### config.mk
export PLATFORM = sky130hd
export DESIGN_NAME = cssl_servo
export DESIGN_NICKNAME = d
export VERILOG_FILES = /design/src/logic/cssl_pkg.sv /design/src/logic/cssl_servo.sv
export VERILOG_INCLUDE_DIRS = /design/src /design/src/logic
export SDC_FILE = /design/constraint.sdc
export NUM_CORES = 1
export LEC_CHECK = 0
export BUFFER_PORTS_ARGS = -buffer_cell sky130_fd_sc_hd__buf_4
export CORE_UTILIZATION = 49
export CTS_CLUSTER_SIZE = 16
export DETAILED_ROUTE_END_ITERATION = 8
export PLACE_DENSITY = 0.76
export SYNTH_ARGS = -nofsm -noshare
export SYNTH_HDL_FRONTEND = slang
export SYNTH_SLANG_ARGS = --single-unit
export TNS_END_PERCENT = 1
### constraint.sdc
create_clock -name mclk_i -period 2.55 [get_ports mclk_i]
set_clock_uncertainty 0.05 [all_clocks]
set_input_delay 0.1275 -clock mclk_i [delete_from_list [all_inputs] [get_ports mclk_i]]
set_output_delay 0.1275 -clock mclk_i [all_outputs]
set_load 0.005 [all_outputs]
### src/logic/cssl_cfg.svh
// constants of the capstan speed/phase servo core
// assumes a 50 MHz system clock
`ifndef CSSL_CFG_SVH
`define CSSL_CFG_SVH
`define CSSL_CLK_HZ        50000000
`define CSSL_OSC_HZ        307200
`define CSSL_PRE_DIV       16
`define CSSL_OVS_PPS       12000
`define CSSL_OVS_CYCLES    (`CSSL_CLK_HZ / `CSSL_OVS_PPS)
`define CSSL_DIV_LOW_DEF   2
`define CSSL_DIV_HIGH_DEF  1
`define CSSL_REG_CTRL      4'h0
`define CSSL_REG_STATUS    4'h4
`define CSSL_CTRL_EXT_BIT  0
`define CSSL_CTRL_HIGH_BIT 1
`define CSSL_CTRL_FAST_BIT 2
`define CSSL_CTRL_RST      3'h0
`endif

### src/logic/cssl_pkg.sv
// types of the capstan speed/phase servo core
// no assumptions beyond the cfg header
`default_nettype none
package cssl_pkg;
    typedef enum logic [1:0] {
        ST_UNDER,
        ST_LOCK,
        ST_OVER
    } cssl_state_e;

    typedef struct packed {
        logic speed_up;
        logic phase;
        logic slow_down;
    } cssl_cmp_s;
endpackage
`default_nettype wire

### src/logic/cssl_servo.sv
// digital core of the capstan speed servo: reference chain, overspeed limiter,
// frequency/phase comparator and run-enable gating
// assumes ext_ref_i and tach_i are slow pins, sampled on mclk_i
// What this block does
// - internal reference source runs at 307.2 kHz into divider
// - first divider divides oscillator by 16 giving 19.2 kHz
// - toggle stage halves 19.2 kHz to a 9600 Hz reference
// - servo reference is internal or external 9600 Hz, as selected
// - post-divider ratio 1, 2, 4 or 8 fixed per speed at build
// - speed select routes low or high tap to limiter, blocks other
// - below limit, limiter forwards active-low pulses to comparator
// - retriggerable one-shot holds output high above about 12000 pps
// - held-high overspeed forces comparator into motor-stop state
// - tach pulses squared and inverted before comparator input
// - below speed tach drives speed-up low, reference returns it high
// - two tach pulses between references start phase toggling
// - after overshoot speed-up stays low while synchronised
// - synchronised phase output is rectangular, duty from phase difference
// - slowing: slow-down rests high, each reference forces it low
// - slowing: phase low until undershoot, then rectangular again
// - comparator result reaches filter only while run-enable high
// - run-enable also releases the motor shunt
// - both-rates halt setting: run-enable follows play request only
// - fast-only halt and low speed: run-enable always asserted
// - fast-only halt and high speed: run-enable only in play/record
// - error ranges from steady level to square wave on speed
`timescale 1ns/1ps
`default_nettype none
`include "cssl_cfg.svh"
module cssl_servo #(
    parameter int unsigned DIV_LOW    = `CSSL_DIV_LOW_DEF,
    parameter int unsigned DIV_HIGH   = `CSSL_DIV_HIGH_DEF,
    parameter int unsigned OVS_CYCLES = `CSSL_OVS_CYCLES
) (
    input  wire logic               mclk_i,
    input  wire logic               reset_n_i,
    input  wire logic [3:0]         addr_i,
    input  wire logic [31:0]        wdata_i,
    input  wire logic               wr_i,
    input  wire logic               rd_i,
    output logic [31:0]             rdata_o,
    input  wire logic               ext_ref_i,
    input  wire logic               tach_i,
    input  wire logic               play_req_i,
    output logic                    int_ref_o,
    output cssl_pkg::cssl_cmp_s     cmp_o,
    output logic                    motor_error_o,
    output logic                    error_gated_o,
    output logic                    run_enable_o,
    output logic                    motor_shunt_o,
    output logic                    overspeed_o
);
    import cssl_pkg::*;

    localparam int unsigned OW = $clog2(OVS_CYCLES + 1);

    function automatic logic tap_hit(input logic [2:0] cnt, input int unsigned ratio);
        logic [2:0] mask;
        mask = 3'(ratio - 1);
        tap_hit = ((cnt & mask) == mask);
    endfunction

    logic [2:0]  ctrl_q;
    logic [25:0] acc_q;
    logic        osc_pulse_q;
    logic [3:0]  pre_q;
    logic        int_ref_q;
    logic [1:0]  sync1_q;
    logic [1:0]  sync2_q;
    logic [1:0]  sync3_q;
    logic        ref_pulse;
    logic        tach_pulse;
    logic [2:0]  post_q;
    logic        trig;
    logic [OW-1:0] os_cnt_q;
    logic        ovs_q;
    logic        os_out_n_q;
    logic        tach_n_q;
    logic        r_pulse;
    logic        t_pulse;
    logic        r_seen_q;
    logic        t_seen_q;
    logic        two_r;
    logic        two_t;
    cssl_state_e state_q;
    cssl_state_e state_d;
    cssl_cmp_s   cmp_q;
    cssl_cmp_s   cmp_d;
    logic        err_q;
    logic        run_en;
    logic        run_en_q;
    logic        shunt_q;
    logic        gated_q;
    logic [31:0] rdata_q;
    logic        ext_sel;
    logic        speed_high;
    logic        fast_only;

    assign ext_sel    = ctrl_q[`CSSL_CTRL_EXT_BIT];
    assign speed_high = ctrl_q[`CSSL_CTRL_HIGH_BIT];
    assign fast_only  = ctrl_q[`CSSL_CTRL_FAST_BIT];

    // register port
    always_ff @(posedge mclk_i or negedge reset_n_i) begin
        if (!reset_n_i) begin
            ctrl_q <= `CSSL_CTRL_RST;
        end else if (wr_i && addr_i == `CSSL_REG_CTRL) begin
            ctrl_q <= wdata_i[2:0];
        end
    end

    // read data valid only in the cycle after the strobe
    always_ff @(posedge mclk_i or negedge reset_n_i) begin
        if (!reset_n_i) begin
            rdata_q <= 32'h0;
        end else if (rd_i) begin
            unique case (addr_i)
                `CSSL_REG_CTRL:   rdata_q <= {29'h0, ctrl_q};
                `CSSL_REG_STATUS: rdata_q <= {25'h0, cmp_q, 2'(state_q), ovs_q, run_en_q};
                default:          rdata_q <= 32'h0;
            endcase
        end else begin
            rdata_q <= 32'h0;
        end
    end

    // fractional oscillator
    // phase accumulator keeps the long-term rate exact; edges jitter by one clock
    always_ff @(posedge mclk_i or negedge reset_n_i) begin
        if (!reset_n_i) begin
            acc_q       <= 26'h0;
            osc_pulse_q <= 1'b0;
        end else if (acc_q + 26'(`CSSL_OSC_HZ) >= 26'(`CSSL_CLK_HZ)) begin
            acc_q       <= acc_q + 26'(`CSSL_OSC_HZ) - 26'(`CSSL_CLK_HZ);
            osc_pulse_q <= 1'b1;
        end else begin
            acc_q       <= acc_q + 26'(`CSSL_OSC_HZ);
            osc_pulse_q <= 1'b0;
        end
    end

    always_ff @(posedge mclk_i or negedge reset_n_i) begin
        if (!reset_n_i) begin
            pre_q <= 4'h0;
        end else if (osc_pulse_q) begin
            pre_q <= (pre_q == 4'(`CSSL_PRE_DIV - 1)) ? 4'h0 : pre_q + 4'h1;
        end
    end

    always_ff @(posedge mclk_i or negedge reset_n_i) begin
        if (!reset_n_i) begin
            int_ref_q <= 1'b0;
        end else if (osc_pulse_q && pre_q == 4'(`CSSL_PRE_DIV - 1)) begin
            int_ref_q <= ~int_ref_q;
        end
    end

    always_ff @(posedge mclk_i or negedge reset_n_i) begin
        if (!reset_n_i) begin
            sync1_q <= 2'h0;
            sync2_q <= 2'h0;
            sync3_q <= 2'h0;
        end else begin
            sync1_q <= {tach_i, ext_sel ? ext_ref_i : int_ref_q};
            sync2_q <= sync1_q;
            sync3_q <= sync2_q;
        end
    end

    assign ref_pulse  = sync2_q[0] & ~sync3_q[0];
    assign tach_pulse = sync2_q[1] & ~sync3_q[1];

    always_ff @(posedge mclk_i or negedge reset_n_i) begin
        if (!reset_n_i) begin
            post_q <= 3'h0;
        end else if (ref_pulse) begin
            post_q <= post_q + 3'h1;
        end
    end

    assign trig = ref_pulse & (speed_high ? tap_hit(post_q, DIV_HIGH) : tap_hit(post_q, DIV_LOW));

    always_ff @(posedge mclk_i or negedge reset_n_i) begin
        if (!reset_n_i) begin
            os_cnt_q <= '0;
        end else if (trig) begin
            os_cnt_q <= OW'(OVS_CYCLES);
        end else if (os_cnt_q != '0) begin
            os_cnt_q <= os_cnt_q - OW'(1);
        end
    end

    // overspeed level
    // a trigger inside the window sets it; a quiet full window clears it
    always_ff @(posedge mclk_i or negedge reset_n_i) begin
        if (!reset_n_i) begin
            ovs_q <= 1'b0;
        end else if (trig && os_cnt_q != '0) begin
            ovs_q <= 1'b1;
        end else if (!trig && os_cnt_q == OW'(1)) begin
            ovs_q <= 1'b0;
        end
    end

    always_ff @(posedge mclk_i or negedge reset_n_i) begin
        if (!reset_n_i) begin
            os_out_n_q <= 1'b1;
        end else begin
            os_out_n_q <= ~(trig && os_cnt_q == '0 && !ovs_q);
        end
    end

    // squared, inverted tach
    // extra stage keeps tach aligned with the limiter delay
    always_ff @(posedge mclk_i or negedge reset_n_i) begin
        if (!reset_n_i) begin
            tach_n_q <= 1'b1;
        end else begin
            tach_n_q <= ~tach_pulse;
        end
    end

    assign r_pulse = ~os_out_n_q;
    assign t_pulse = ~tach_n_q;
    assign two_t   = t_pulse & t_seen_q & ~r_pulse;
    assign two_r   = r_pulse & r_seen_q & ~t_pulse;

    // pulse history since the other input last fired
    always_ff @(posedge mclk_i or negedge reset_n_i) begin
        if (!reset_n_i) begin
            t_seen_q <= 1'b0;
            r_seen_q <= 1'b0;
        end else if (ovs_q) begin
            t_seen_q <= 1'b0;
            r_seen_q <= 1'b0;
        end else begin
            t_seen_q <= r_pulse ? t_pulse : (t_seen_q | t_pulse);
            r_seen_q <= t_pulse ? r_pulse : (r_seen_q | r_pulse);
        end
    end

    always_comb begin
        state_d = state_q;
        if (ovs_q) begin
            state_d = ST_OVER;
        end else begin
            unique case (state_q)
                ST_UNDER: if (two_t) state_d = ST_LOCK;
                ST_LOCK: begin
                    if (two_t) begin
                        state_d = ST_OVER;
                    end else if (two_r) begin
                        state_d = ST_UNDER;
                    end
                end
                ST_OVER:  if (two_r) state_d = ST_LOCK;
                default:  state_d = ST_UNDER;
            endcase
        end
    end

    always_ff @(posedge mclk_i or negedge reset_n_i) begin
        if (!reset_n_i) begin
            state_q <= ST_UNDER;
        end else begin
            state_q <= state_d;
        end
    end

    always_comb begin
        cmp_d = cmp_q;
        if (ovs_q) begin
            cmp_d = '{speed_up: 1'b0, phase: 1'b0, slow_down: 1'b1};
        end else begin
            unique case (state_q)
                ST_UNDER: begin
                    cmp_d.phase     = 1'b1;
                    cmp_d.slow_down = 1'b0;
                    if (t_pulse) begin
                        cmp_d.speed_up = 1'b0;
                    end
                    if (r_pulse) begin
                        cmp_d.speed_up = 1'b1;
                    end
                end
                ST_LOCK: begin
                    cmp_d.speed_up  = 1'b0;
                    cmp_d.slow_down = 1'b0;
                    if (r_pulse) begin
                        cmp_d.phase = 1'b1;
                    end else if (t_pulse) begin
                        cmp_d.phase = 1'b0;
                    end
                end
                ST_OVER: begin
                    cmp_d.speed_up = 1'b0;
                    cmp_d.phase    = 1'b0;
                    if (r_pulse) begin
                        cmp_d.slow_down = 1'b0;
                    end else if (t_pulse) begin
                        cmp_d.slow_down = 1'b1;
                    end
                end
                default: cmp_d = cmp_q;
            endcase
        end
    end

    always_ff @(posedge mclk_i or negedge reset_n_i) begin
        if (!reset_n_i) begin
            cmp_q <= '{speed_up: 1'b1, phase: 1'b1, slow_down: 1'b0};
        end else begin
            cmp_q <= cmp_d;
        end
    end

    // level at extremes, square on speed
    always_ff @(posedge mclk_i or negedge reset_n_i) begin
        if (!reset_n_i) begin
            err_q <= 1'b1;
        end else if (cmp_q.speed_up) begin
            err_q <= 1'b1;
        end else if (cmp_q.slow_down) begin
            err_q <= 1'b0;
        end else begin
            err_q <= cmp_q.phase;
        end
    end

    assign run_en = play_req_i | (fast_only & ~speed_high);

    always_ff @(posedge mclk_i or negedge reset_n_i) begin
        if (!reset_n_i) begin
            run_en_q <= 1'b0;
            shunt_q  <= 1'b1;
        end else begin
            run_en_q <= run_en;
            shunt_q  <= ~run_en;
        end
    end

    always_ff @(posedge mclk_i or negedge reset_n_i) begin
        if (!reset_n_i) begin
            gated_q <= 1'b0;
        end else begin
            gated_q <= err_q & run_en_q;
        end
    end

    assign rdata_o       = rdata_q;
    assign int_ref_o     = int_ref_q;
    assign cmp_o         = cmp_q;
    assign motor_error_o = err_q;
    assign error_gated_o = gated_q;
    assign run_enable_o  = run_en_q;
    assign motor_shunt_o = shunt_q;
    assign overspeed_o   = ovs_q;

endmodule // cssl_servo
`default_nettype wire

# Word-level counts from Yosys, hierarchy flattened
# Index checks and enable logic that the tools add are counted.
[word_totals] inputBits=43 reg_bits=103
[op_classes] n_reduce_logical=19 n_eq_ne=11 bitwise=21 muxes=29 n_addsub=5 n_lt_le_gt_ge=1
[op_table] op="$add 26x19->26 const B" count=1
[op_table] op="$ge 26x26->1 const B" count=1
[op_table] op="$mux 13" count=2
[op_table] op="$mux 26" count=1
[op_table] op="$sub 26x26->26 const B" count=1
[op_table] op="$ne 4x4->1 const B" count=4
[op_table] op="$mux 1" count=15
[op_table] op="$pmux 7 s2" count=1
[op_table] op="$eq 13x1->1 const B" count=1
[op_table] op="$logic_not 13->1" count=1
[op_table] op="$reduce_bool 13->1" count=1
[op_table] op="$sub 13x1->13 const B" count=1
[op_table] op="$mux 2" count=5
[op_table] op="$and 1x1->1" count=9
[op_table] op="$not 1->1" count=9
[op_table] op="$pmux 3 s3" count=1
[op_table] op="$mux 7" count=1
[op_table] op="$logic_and 1x1->1" count=6
[op_table] op="$ne 3x3->1 const B" count=2
[op_table] op="$pmux 2 s3" count=1
[op_table] op="$reduce_and 2->1" count=3
[op_table] op="$add 4x1->4 const B" count=1
[op_table] op="$eq 4x3->1 const B" count=1
[op_table] op="$eq 4x4->1 const B" count=1
[op_table] op="other kinds (12)" count=16

# Longest topological paths before layout
[depth] ltp_word=7 mapped_depth=10 depth_no_buf=9

# Worst setup path before layout
# No wires, ideal clock.
[synth_path] kind="reg-to-reg" startpoint="register acc_q[12]" endpoint="register acc_q[17]" arrival_time_ns=2.185 setup_time_ns=0.131 stages_incl_launch_ff=11 setup_slack_ns=0.184 required_time_ns=2.369 period_less_slack_ns=2.366 path_cell_list="dfrtp_1 > inv_1 > ha_1 > and2b_1 > o211ai_2 > nor4_1 > o311a_4 > o211a_4 > buf_12 > o211ai_2 > xnor2_1"
[synth_between] elab_chain_len=3
[synth_rtl] element="start: declaration" line_no="cssl_servo.sv:64" rtl="logic [25:0] acc_q;"
[synth_rtl] element="start signal: assignment" line_no="cssl_servo.sv:134" rtl="acc_q <= acc_q + 26'(`CSSL_OSC_HZ) - 26'(`CSSL_CLK_HZ);"
[synth_rtl] element="start signal: assignment" line_no="cssl_servo.sv:137" rtl="acc_q <= acc_q + 26'(`CSSL_OSC_HZ);"
[synth_rtl] element="$add 26x19->26 *" line_no="cssl_servo.sv:133, cssl_servo.sv:134, cssl_servo.sv:137"
[synth_rtl] element="$sub 26x26->26 / $ge 26x26->1 (equally long branches)" line_no="cssl_servo.sv:134, cssl_servo.sv:133"
[synth_rtl] element="$mux 26 *" line_no="cssl_servo.sv:133" rtl="end else if (acc_q + 26'(`CSSL_OSC_HZ) >= 26'(`CSSL_CLK_HZ)) begin"
# Mark *: on every way between the ends. The rest lies on a longest branch, timed or not.
# A chain may end at the register's enable or synchronous reset.

# Worst setup path in the final report
[layout_path] startpoint="register acc_q[12]" endpoint="register acc_q[8]"
[layout_between] elab_chain_len=3
[layout_rtl] element="$add 26x19->26" line_no="cssl_servo.sv:133"
[layout_rtl] element="$ge 26x26->1" line_no="cssl_servo.sv:133"
[layout_rtl] element="$mux 26" line_no="cssl_servo.sv:133"
# Every way passes these cells.

==> run summary <==
Post-route setup slack: 0.121 ns
CP startpoint kind: register
Worst hold path type: in2reg
Post-DRT Antenna Nets: 0
Max Used Layer: met4
Clock power frac: 41.4%
Max-cap violations: 0
CTS buffer count: 9
Critical path origin: acc_q[12]
Final hold slack: 0.0291 ns
Post-layout nets: 464
N_diodes: 0
Peak VDD IR: 0.000329 V
Routed wl met2: 4170 um
Residual DRC count: 0
Vias in the first global route: 2,753
Wire length on met3: 237 um
Worst Setup EP: acc_q[8]
Post-Route WL: 7610 um
Clk sinks: 69
RR Startpoint: acc_q[12]
Pwr per Cell Area: 650 nW/um^2
Sw Pwr: 0.751 mW
Arr. time, crit path: 2.64 ns
CP endpoint kind: register
Highest fanout seen on the critical path: 5
Worst-path clk slew: 0.08 ns
Die height: 90.4 um
DR pass1 iterations: 4
Port bufs: 29
Initial Util: 51.7%
Number of I/O pins: 84
Cell count after placement: 489
Met1 WL: 3150 um
Final min period: 2.43 ns
Ys Warns: 0
Row cnt: 31
Crit share post-route: 95.3%
Rel. slew slack: 43.0%
Placer Congestion: 0.866
Tightest Pin Transition: 0.855 ns
Seq pwr share: 45.2%
Sw frac: 25.3%
Yosys reg bits: 69
Crit path required time: 2.76 ns
Total Power: 2.97 mW
Setup CP Type: reg2reg
Ratio of cells with drive above 1 in the final layout: 25.8%
Via/cell ratio: 5.33
Finish-stage setup viols: 0
Worst r2r path cells: 10
Post-DP HPWL: 4870 um
Core ar.: 7410 um^2
GR Util All Layers: 19.6%
Asr flop ratio synth: 100%
FF-to-FF setup slack: 0.12 ns
EDFF count, synth: 0
Setup Buffers After CTS: 0
Primary FF master, synth: dfrtp_1
First-pass GRT wire length: 12,800 um
CTS tree: yes
Starting DRT DRC Count: 126
Routed via count: 2,741
DR WL/cell: 14.8 um
F_max: 412 MHz
Cells after Synth: 360
Root Driver: clkbuf_8
Largest net degree at the start of global routing: 70
Chip Width: 90.4 um
Gate power share: 13.5%
Antenna violations before repair: 0
Leakage: 2.05 nW
Mapped cell area: 3830 um^2
Slew Limit Fails: 0
Status: finished, final reports clean
Worst-skew pair later-pin latency: 0.34 ns
Sequential area share after synthesis: 45.3%
Full die area: 8170 um^2
Library cells used by synthesis: 65
H-tree Lvls: 3
Mean Syn Cell Area: 10.6 um^2
Final cell count without fillers: 514
Pre-CTS setup slack: 0.00456 ns
Final Hold Viols: 0
Clk buf depth: 2
Reg2Reg Capture Point: acc_q[8]
Area grow syn2layout: 19.2%
Grt ovf: 0
Internal: 2.22 mW
[metrics by stage]
stage               utilization, %  area (um^2)  setup TNS (ns)
finish                        61.6         4570               0
global route                  61.6         4570         -0.0128
CTS                           60.4         4470               0
floorplan                        -         3920               0
global placement              55.4         4110               0
detailed placement            55.4         4110               0
[worst min-delay path by stage]
stage | from | endpoint | cells past startpoint
finish | rd_i | rdata_o[2] | 3
global route | rd_i | rdata_o[2] | 3
CTS | rd_i | rdata_o[2] | 3
detailed placement | tach_i | sync1_q[1] | 1
global placement | tach_i | sync1_q[1] | 1
floorplan | reset_n_i | acc_q[10] | 0
[Yosys cell counts, drive strengths merged, types with 3 or more instances]
master | n | share of area, %
and2 | 4 | 0.65
a311oi | 3 | 0.69
nand3 | 6 | 0.78
and3 | 6 | 0.98
a211oi | 5 | 0.98
mux2i | 4 | 1.0
inv | 15 | 1.5
nor4 | 6 | 0.98
nor3 | 12 | 1.8
a31oi | 3 | 0.49
nand2b | 4 | 0.65
xnor2 | 31 | 7.5
buf | 30 | 6.2
nand4 | 4 | 0.65
clkbuf | 5 | 0.52
o21ai | 12 | 1.9
or2 | 3 | 0.49
nor2 | 28 | 2.8
xor2 | 11 | 2.9
dfstp | 6 | 4.1
o211ai | 12 | 3.4
a21o | 4 | 0.78
dfrtp | 63 | 41
a21oi | 11 | 1.5
ha | 11 | 3.6
mux2 | 5 | 1.5
o21a | 3 | 0.59
nand2 | 23 | 2.3
[kinds of logic after synthesis]
kind of cell,synth area share (%)
buffers and inverters,8.17
xor gates and xnor gates,10.4
and+or+nand+nor,14.6
muxes,2.52
DFF,45.3
AOI/OAI and AO/OA,15.4
other,0.0979
adders and majority gates,3.59
[cells in the final DEF, fill, tap and decap left out, types with 4 or more instances in the layout]
cell type | netlist | final
a211oi_1 | 5 | 5
a21o_1 | 4 | 4
a21oi_1 | 10 | 10
and2_1 | 4 | 4
and3_1 | 6 | 6
buf_4 | 26 | 40
bufinv_16 | 0 | 4
clkbuf_8 | 0 | 11
conb_1 | 1 | 25
dfrtp_1 | 63 | 62
dfstp_2 | 6 | 6
dlygate4sd3_1 | 0 | 7
ha_1 | 11 | 10
inv_1 | 15 | 13
mux2_2 | 5 | 5
mux2i_1 | 4 | 4
nand2_1 | 23 | 23
nand2b_1 | 4 | 4
nand3_1 | 6 | 6
nand4_1 | 4 | 4
nor2_1 | 27 | 25
nor3_1 | 10 | 9
nor4_1 | 6 | 5
o211ai_1 | 4 | 4
o211ai_2 | 8 | 7
o21ai_0 | 7 | 6
xnor2_1 | 29 | 29
xor2_1 | 9 | 9
[sequential cells by signal, summed over array words and instances, names as in the netlist, 2 cells and up]
name / flops
os_cnt_q: 13
state_q: 2
sync2_q: 2
sync1_q: 2
rdata_o: 7
pre_q: 4
sync3_q: 2
acc_q: 19
ctrl_q: 3
cmp_o: 3
[power by group through the flow]
stage	clock, mW	sequential (mW)	combinational, mW
2_1_floorplan	0	1.32	0.326
3_3_place_gp	0	1.35	0.381
3_5_place_dp	0	1.36	0.397
4_1_cts	1.25	1.34	0.406
5_1_grt	1.30	1.36	0.457
6_report	1.23	1.34	0.399
[cell type report]
class | instances | area (um^2)
clock buffer | 11 | 151
clock inverter | 5 | 129
fill | 582 | 2840
inverter | 15 | 56.3
multi-input combinational | 267 | 1980
sequential | 69 | 1740
tap | 99 | 124
timing repair buffer | 48 | 390
[critical path: stages, from the launching register on]
cell	delay, ns
dfrtp_1	0.39
inv_2	0.08
ha_4	0.15
and2b_2	0.27
o211ai_4	0.26
buf_4	0.16
xnor2_2	0.13
o41ai_4	0.15
o211a_4	0.31
o21ai_4	0.17
mux2i_1	0.21
[what timing repair did]
| action | 4_1_cts | 5_1_grt |
|---|---|---|
| endpoints found under the setup margin | 12 | 16 |
| pin swaps | 3 | 2 |
| gates resized for setup | 1 | 18 |
| cloned | 1 | 1 |
| endpoints found under the hold margin | 70 | 0 |
| hold buffers | 7 | 0 |
[metal layers]
layer / vias to the layer above / global-route usage, %
met1: 1365 / 22.7
met4: 0 / 6.59
met2: 53 / 34.5
met3: 6 / 5.72
met5: - / 0
li1: 1317 / -
(Power assumes the default switching activity.)
